===== config.mk =====
export PLATFORM = sky130hd
export DESIGN_NAME = lpt_timing
export DESIGN_NICKNAME = d
export VERILOG_FILES = /design/src/include/lpt_pkg.sv /design/src/hdl/lpt_timing.sv
export SDC_FILE = /design/constraint.sdc
export NUM_CORES = 1
export LEC_CHECK = 0
export ABC_AREA = 1
export BUFFER_PORTS_ARGS = -buffer_cell sky130_fd_sc_hd__buf_2
export CORE_MARGIN = 2
export CORE_UTILIZATION = 60
export DETAILED_ROUTE_END_ITERATION = 16
export PLACE_DENSITY = 0.93
export SETUP_SLACK_MARGIN = 0.15
export SKIP_LAST_GASP = 1
export SLEW_MARGIN = 0
export SYNTH_ARGS = -nofsm -noshare
export SYNTH_HDL_FRONTEND = slang
export SYNTH_SLANG_ARGS = --single-unit
export TNS_END_PERCENT = 1

===== constraint.sdc =====
create_clock -name clock -period 11.9 [get_ports clock]
set_input_delay 1.19 -clock clock [delete_from_list [all_inputs] [get_ports clock]]
set_output_delay 1.19 -clock clock [all_outputs]
set_load 0.02 [all_outputs]

===== src/include/lpt_pkg.sv =====
package lpt_pkg;
    // register byte addresses (each register in the low byte of its own word)
    localparam logic [16:0] OFS_MODE2      = 17'h1ffe3; // power save field
    localparam logic [16:0] OFS_HWIDTH     = 17'h1ffe4;
    localparam logic [16:0] OFS_VHEIGHT_LO = 17'h1ffe5;
    localparam logic [16:0] OFS_VHEIGHT_HI = 17'h1ffe6;
    localparam logic [16:0] OFS_LSYNC_POS  = 17'h1ffe7;
    localparam logic [16:0] OFS_HBLANK     = 17'h1ffe8;
    localparam logic [16:0] OFS_FSYNC_POS  = 17'h1ffe9;
    localparam logic [16:0] OFS_VBLANK     = 17'h1ffea;
    localparam logic [16:0] OFS_PANEL_MODE = 17'h1ffe1;

    // byte address inside the aperture: printed offsets times four
    localparam int          ADDR_W         = 19;

    // field positions
    localparam int          PANEL_TFT_BIT  = 7;
    localparam int          VBLANK_STS_BIT = 7;

    // power save codes
    localparam logic [1:0]  PS_SAVE        = 2'h0;
    localparam logic [1:0]  PS_NORMAL      = 2'h3;

    // horizontal arithmetic
    localparam logic [6:0]  HWIDTH_MIN     = 7'h03;
    localparam int          CELL_PIX       = 8;
    localparam logic [5:0]  LSYNC_ADD      = 6'h02;
    localparam logic [5:0]  HBLANK_ADD     = 6'h04;

    // reset values
    localparam logic [1:0]  RST_PS         = 2'h0;
    localparam logic [6:0]  RST_HWIDTH     = 7'h03;
    localparam logic [9:0]  RST_VHEIGHT    = 10'h000;
    localparam logic [4:0]  RST_LSYNC      = 5'h00;
    localparam logic [4:0]  RST_HBLANK     = 5'h00;
    localparam logic [5:0]  RST_FSYNC      = 6'h01;
    localparam logic [5:0]  RST_VBLANK     = 6'h01;
    localparam logic        RST_TFT        = 1'b0;

    // pulse widths: one cell for line sync, one line for frame sync
    localparam logic [2:0]  LSYNC_WIDTH    = 3'h7;

    // power mode
    typedef enum logic [1:0] {
        LPT_PS_SAVE,
        LPT_PS_NORMAL,
        LPT_PS_RESERVED
    } lpt_ps_t;
endpackage


===== src/hdl/lpt_timing.sv =====
`timescale 1ns/10ps
module lpt_timing (
    input  wire logic        clock,              // pixel clock, 125 MHz
    input  wire logic        reset_n,            // synchronous, active low
    input  wire logic [18:0] avs_address,        // byte address
    input  wire logic        avs_read,           // read strobe
    input  wire logic        avs_write,          // write strobe
    input  wire logic [31:0] avs_writedata,      // write data
    input  wire logic [3:0]  avs_byteenable,     // byte lanes
    output logic      [31:0] avs_readdata,       // read data
    output logic             avs_waitrequest,    // stall
    output logic             line_sync_pulse,    // line sync to panel
    output logic             frame_sync_pulse,   // frame sync to panel
    output logic             display_enable,     // pixel data valid
    output logic             power_save,         // software power save active
    output logic             tft_mode            // panel type is tft
);

    // configuration state
    logic [1:0]  ps_reg;
    logic [6:0]  hwidth_reg;
    logic [9:0]  vheight_reg;
    logic [4:0]  lsync_reg;
    logic [4:0]  hblank_reg;
    logic [5:0]  fsync_reg;
    logic [5:0]  vblank_reg;
    logic        tft_reg;
    logic        ack_reg;
    logic [31:0] rdata_reg;

    // raster state
    logic [10:0] hcnt_reg;
    logic [10:0] hcnt_next;
    logic [10:0] vcnt_reg;
    logic [10:0] vcnt_next;
    logic        lsync_reg_q;
    logic        fsync_reg_q;
    logic        de_reg;
    logic [2:0]  lwid_reg;
    logic [10:0] fsync_line_reg;

    lpt_pkg::lpt_ps_t ps_mode;

    // cell count times eight, as pixels
    function automatic logic [10:0] cells_to_pix(input logic [7:0] cells);
        cells_to_pix = {cells, 3'h0};
    endfunction

    // address match against a printed register byte address
    function automatic logic hit(input logic [18:0] a, input logic [16:0] ofs);
        hit = (a[18:2] == ofs);
    endfunction

    // power save decode
    always_comb begin
        unique case (ps_reg)
            lpt_pkg::PS_SAVE:   ps_mode = lpt_pkg::LPT_PS_SAVE;
            lpt_pkg::PS_NORMAL: ps_mode = lpt_pkg::LPT_PS_NORMAL;
            default:            ps_mode = lpt_pkg::LPT_PS_RESERVED;
        endcase
    end

    // reserved codes are treated as power save: safer than driving an unknown mode
    wire         run_en     = (ps_mode == lpt_pkg::LPT_PS_NORMAL);

    // geometry in pixels and lines
    wire  [10:0] h_active   = cells_to_pix({1'b0, hwidth_reg} + 8'h01);
    wire  [10:0] h_blank    = cells_to_pix({2'h0, {1'b0, hblank_reg} + lpt_pkg::HBLANK_ADD});
    wire  [10:0] h_total    = h_active + h_blank;
    wire  [10:0] v_active   = {1'b0, vheight_reg} + 11'h001;
    wire  [10:0] v_total    = v_active + {5'h00, vblank_reg};
    wire  [10:0] lsync_ofs  = cells_to_pix({2'h0, {1'b0, lsync_reg} + lpt_pkg::LSYNC_ADD});
    // passive panels take line sync at the start of blank, position ignored
    wire  [10:0] lsync_at   = tft_reg ? (h_active + lsync_ofs) : h_active;
    // tft frame sync from programmed lines, passive at first blank line;
    // a setting of one lands on the first blank line so the largest legal value still fits
    wire  [10:0] fsync_at   = tft_reg ? (v_active + {5'h00, fsync_reg} - 11'h001)
                                      : v_active;
    wire         h_last     = (hcnt_reg >= h_total - 11'h001);
    wire         v_last     = (vcnt_reg >= v_total - 11'h001);
    wire         in_vblank  = (vcnt_reg >= v_active);

    // bus decode
    wire         sel_mode2  = hit(avs_address, lpt_pkg::OFS_MODE2);
    wire         sel_pmode  = hit(avs_address, lpt_pkg::OFS_PANEL_MODE);
    wire         sel_hw     = hit(avs_address, lpt_pkg::OFS_HWIDTH);
    wire         sel_vlo    = hit(avs_address, lpt_pkg::OFS_VHEIGHT_LO);
    wire         sel_vhi    = hit(avs_address, lpt_pkg::OFS_VHEIGHT_HI);
    wire         sel_ls     = hit(avs_address, lpt_pkg::OFS_LSYNC_POS);
    wire         sel_hb     = hit(avs_address, lpt_pkg::OFS_HBLANK);
    wire         sel_fs     = hit(avs_address, lpt_pkg::OFS_FSYNC_POS);
    wire         sel_vb     = hit(avs_address, lpt_pkg::OFS_VBLANK);
    // writes land on the answering edge, when the master sees waitrequest low
    wire         wr_go      = avs_write & ack_reg & avs_byteenable[0];
    wire  [7:0]  wd         = avs_writedata[7:0];

    // read mux, unmapped reads return zero
    logic [7:0] rd_byte;
    always_comb begin
        rd_byte = 8'h00;
        if (sel_mode2) rd_byte = {6'h00, ps_reg};
        if (sel_pmode) rd_byte = {tft_reg, 7'h00};
        if (sel_hw)    rd_byte = {1'b0, hwidth_reg};
        if (sel_vlo)   rd_byte = vheight_reg[7:0];
        if (sel_vhi)   rd_byte = {6'h00, vheight_reg[9:8]};
        if (sel_ls)    rd_byte = {3'h0, lsync_reg};
        if (sel_hb)    rd_byte = {3'h0, hblank_reg};
        if (sel_fs)    rd_byte = {2'h0, fsync_reg};
        if (sel_vb)    rd_byte = {in_vblank, 1'b0, vblank_reg};
    end

    // one wait cycle per access, answer on the second edge
    assign avs_waitrequest = (avs_read | avs_write) & ~ack_reg;
    assign avs_readdata    = rdata_reg;

    always_ff @(posedge clock) begin
        if (!reset_n) begin
            ack_reg   <= 1'b0;
            rdata_reg <= 32'h0000_0000;
        end else begin
            ack_reg   <= (avs_read | avs_write) & ~ack_reg;
            rdata_reg <= {24'h00_0000, rd_byte};
        end
    end

    // register writes, low byte lane only
    always_ff @(posedge clock) begin
        if (!reset_n) begin
            ps_reg      <= lpt_pkg::RST_PS;
            tft_reg     <= lpt_pkg::RST_TFT;
            hwidth_reg  <= lpt_pkg::RST_HWIDTH;
            vheight_reg <= lpt_pkg::RST_VHEIGHT;
            lsync_reg   <= lpt_pkg::RST_LSYNC;
            hblank_reg  <= lpt_pkg::RST_HBLANK;
            fsync_reg   <= lpt_pkg::RST_FSYNC;
            vblank_reg  <= lpt_pkg::RST_VBLANK;
        end else if (wr_go) begin
            if (sel_mode2) ps_reg           <= wd[1:0];
            if (sel_pmode) tft_reg          <= wd[lpt_pkg::PANEL_TFT_BIT];
            if (sel_hw)    hwidth_reg       <= wd[6:0];
            if (sel_vlo)   vheight_reg[7:0] <= wd;
            if (sel_vhi)   vheight_reg[9:8] <= wd[1:0];
            if (sel_ls)    lsync_reg        <= wd[4:0];
            if (sel_hb)    hblank_reg       <= wd[4:0];
            if (sel_fs)    fsync_reg        <= wd[5:0];
            if (sel_vb)    vblank_reg       <= wd[5:0];
        end
    end

    // raster counters; held at origin in power save
    always_comb begin
        hcnt_next = h_last ? 11'h000 : hcnt_reg + 11'h001;
        vcnt_next = vcnt_reg;
        if (h_last) begin
            vcnt_next = v_last ? 11'h000 : vcnt_reg + 11'h001;
        end
        if (!run_en) begin
            hcnt_next = 11'h000;
            vcnt_next = 11'h000;
        end
    end

    always_ff @(posedge clock) begin
        if (!reset_n) begin
            hcnt_reg <= 11'h000;
            vcnt_reg <= 11'h000;
        end else begin
            hcnt_reg <= hcnt_next;
            vcnt_reg <= vcnt_next;
        end
    end

    // line sync: one cell wide, starting at the computed position
    wire ls_start = run_en & (hcnt_reg == lsync_at);
    always_ff @(posedge clock) begin
        if (!reset_n) begin
            lsync_reg_q <= 1'b0;
            lwid_reg    <= 3'h0;
        end else if (ls_start) begin
            lsync_reg_q <= 1'b1;
            lwid_reg    <= lpt_pkg::LSYNC_WIDTH;
        end else if (lwid_reg != 3'h0) begin
            lwid_reg    <= lwid_reg - 3'h1;
        end else begin
            lsync_reg_q <= 1'b0;
        end
    end

    // frame sync: high for the whole chosen blank line, rising with its line sync
    always_ff @(posedge clock) begin
        if (!reset_n) begin
            fsync_reg_q    <= 1'b0;
            fsync_line_reg <= 11'h000;
        end else begin
            fsync_line_reg <= fsync_at;
            if (ls_start) begin
                fsync_reg_q <= (vcnt_reg == fsync_line_reg);
            end else if (!run_en) begin
                fsync_reg_q <= 1'b0;
            end
        end
    end

    // data enable during active pixels of active lines
    always_ff @(posedge clock) begin
        if (!reset_n) begin
            de_reg <= 1'b0;
        end else begin
            de_reg <= run_en & (hcnt_next < h_active) & (vcnt_next < v_active);
        end
    end

    assign line_sync_pulse  = lsync_reg_q;
    assign frame_sync_pulse = fsync_reg_q;
    assign display_enable   = de_reg;
    assign power_save       = ~run_en;
    assign tft_mode         = tft_reg;

endmodule


==> impl_results.md <==
* Hold Vio Cnt, Final at 0
* DRT iter0 DRCs at about 640
* Setup slack at placement at roughly 6.0 ns
* Die Wd at 118.6 µm
* Avg Cell Area, Syn at 6.708 µm²
* Routed wire per std cell at 15.19 µm
* Vias in the first global route at 7293
* Number of library cell types mapped by synthesis at 51
* H-tree depth at 3
* Vias per cell at 5.637
* GP Congestion at 1.009
* Post-Syn Area at about 8000 µm²
* RSZ-0062 raised after global routing: no
* Initial Util at 0.6190
* F_max at 164.2 MHz
* Post-CTS sizing at 0
* Met3 wire len at 1830 µm
* Final min period at 6.091 ns
* Clk_skew at 0.008497 ns
* Final TNS setup at 0 ns
* Worst setup EP type: flop
* Mux contribution to synthesized area at 0.001430
* Total GRT Usage at 0.2978
* Flops & latches, synth at 90
* Slowest-stage cell, CP: o21ai_1
* Cell area after layout at 8388 µm²
* Syn Inst Count at about 1200
* DRT Pass-1 Iters at 5
* Final setup fails at 0
* Worst Hold Class: reg -> reg
* Seq/Total Area, Yosys at 0.2288
* DP Area at 8103 µm²
* Final cell count without fillers at 1382
* PnR worst setup slack at 5.809 ns
* First-pass GRT wire length at 34220 µm
* Core ar. at ~13000 µm²
* Met2 routed wirelength at 9620 µm
* Layout cells sized above 1 at 0.1107
* Clock-pin slew on the worst setup and hold paths at about 0.070 ns
* Synth Area in Adders at 0.1500
* GR Overflow Total at 0
* Remaining DRCs at 0
* XOR/XNOR share of the synthesized area at 0.04894
* Commonest non-fill, non-tap cell in the layout: nand2_1
* Crit Path Max Fanout at 14
* Placed Cells at 1366
* Die area at 14060 µm²
* Routed Antenna Nets at 0
* Top layer in use: met4
* CTS tree: built
* Longest Clk Path Bufs at 2
* Synth Warn # at 0
* Die H at 118.6 µm
* Post-Synth Simple-Gate Area at 0.3116
* Root Buffer: clkbuf_16
* DR vias at 7791
* Area growth syn-to-layout at 6.514%
* Post-layout util at 0.6593
* Main combinational cell family by area after synthesis: simple AND/OR/NAND/NOR gates
* Crit Path Class: reg -> reg
* Ys flop type: dfxtp_1
* Overall Power at between 0.6 and 0.7 mW
* Arrival time at the worst endpoint at roughly 6.4 ns
* Most frequent cells in the layout: nand2_1, inv_1, nor2_1, dfxtp_1, ha_1
* Peak supply drop at about 0.094 mV
* Buffers added on ports at 43
* Max-Cap Viols at 0
* Largest net degree at the start of global routing at 49
* CP Launch Type: flop
* # hold bufs at CTS at 0
* Final Max Slew Viols at 0
* Worst-Margin Slew at 1.053 ns
* Leakage at 4.174 nW
* Routed WL at 20990 µm
* Compound-gate portion of the synthesized area at 0.1301
* WP data required at ~12 ns
* Total I/O pin count at 97
* Fin nets at 1356
* Power Density at 77.10 nW/µm²
* Clk_lat worst skew at 0.35 ns
* Run status: finished, final reports clean
* Dpl hpwl at 16120 µm
* Crit share post-route at 0.5118
* Setup bufs post-CTS at 0
* Ant diodes at 0
* Clk sinks at 90
* CP most frequent cell: nand2_1
* Fin Hold WS at about 0.46 ns
* EDFF count, synth at 0
* Async SR Flop Fraction at 0
* Post-Route M1 WL at 8465 µm
* Max incr delay on CP at 0.77 ns
* Row count at slightly above 40
* Antenna violations before repair at 0
* Max_slew headroom at 0.2971
* CTS Buf Count at 9
-- report_power, final --
part / leakage [nW] / internal, mW / switching (mW)
Combinational: 3.31 / 0.0203 / 0.0384
Sequential: 0.726 / 0.306 / 0.00212
Clock: 0.136 / 0.149 / 0.131
Total: 4.17 / 0.476 / 0.171
-- critical path: cells and delay by family, from the launching register on --
family,cells,cell delay (ns)
and+or+nand+nor,17,1.88
adders and majority gates,5,1.43
DFF,1,0.51
buffers and inverters,5,0.50
xor gates and xnor gates,1,0.12
AOI/OAI and AO/OA,6,1.59
-- per-layer routing --
layer / GRT usage / vias up
met1: 0.3505 / 3485
met2: 0.5111 / 390
met4: 0.1652 / 0
met5: 0 / -
met3: 0.05068 / 89
li1: - / 3827
-- logic make-up after synthesis --
group / count (synthesis)
flip-flops: 90
buffers and inverters: 238
multiplexers: 1
AND/OR/NAND/NOR: 542
other: 1
XOR/XNOR: 44
AO/OA/AOI/OAI: 166
adder cells (fa/ha/maj): 92
-- final timing paths --
kind | startpoint | endpoint | slack (ns) | depth (start not counted)
hold / removal | hcnt_reg[0]$_SDFF_PP0_ | hcnt_reg[0]$_SDFF_PP0_ | 0.46 | 1
hold reg to reg | hcnt_reg[0]$_SDFF_PP0_ | hcnt_reg[0]$_SDFF_PP0_ | 0.46 | 1
setup reg to reg | hwidth_reg[0]$_SDFFE_PN1P_ | display_enable$_SDFF_PN0_ | 5.81 | 34
setup / recovery | hwidth_reg[0]$_SDFFE_PN1P_ | display_enable$_SDFF_PN0_ | 5.81 | 34
-- cell usage after synthesis (2+ instances only) --
cell | number | area [µm²]
xnor2_1 | 20 | 175.2
a211oi_1 | 13 | 97.59
nor3_2 | 2 | 20.02
o21ai_1 | 11 | 55.05
a21o_1 | 3 | 22.52
nand3_2 | 4 | 40.04
fa_1 | 4 | 80.08
nand3_1 | 75 | 375.4
buf_4 | 27 | 202.7
nand3b_1 | 4 | 30.03
nand2_1 | 243 | 912.1
o211ai_1 | 11 | 82.58
dfxtp_1 | 90 | 1802
ha_1 | 88 | 1101
nand2_2 | 12 | 75.07
nor3_1 | 23 | 115.1
nand4_1 | 25 | 156.4
and2_1 | 2 | 12.51
nor2_1 | 120 | 450.4
xor2_1 | 24 | 210.2
o21ai_0 | 38 | 190.2
inv_2 | 21 | 78.83
or2_2 | 4 | 25.02
a21oi_1 | 66 | 330.3
a211oi_2 | 13 | 162.7
clkbuf_1 | 10 | 37.54
clkinv_1 | 2 | 7.510
buf_1 | 2 | 7.510
nor2_4 | 7 | 78.83
o21bai_1 | 6 | 45.04
buf_2 | 6 | 30.03
nor2_2 | 7 | 43.79
nor4_1 | 5 | 31.28
and3_1 | 2 | 12.51
inv_1 | 168 | 630.6
-- layout make-up --
class                   count  area, µm²
clock buffers              10      239.0
clock inverters             6      46.29
fillers                  1043       4334
inverters                 191      716.9
multi-input cells         869       5146
flip-flops and latches     90       1802
well taps                 172      215.2
repair buffers             44      222.7
Power figures use the tool's default switching activity.
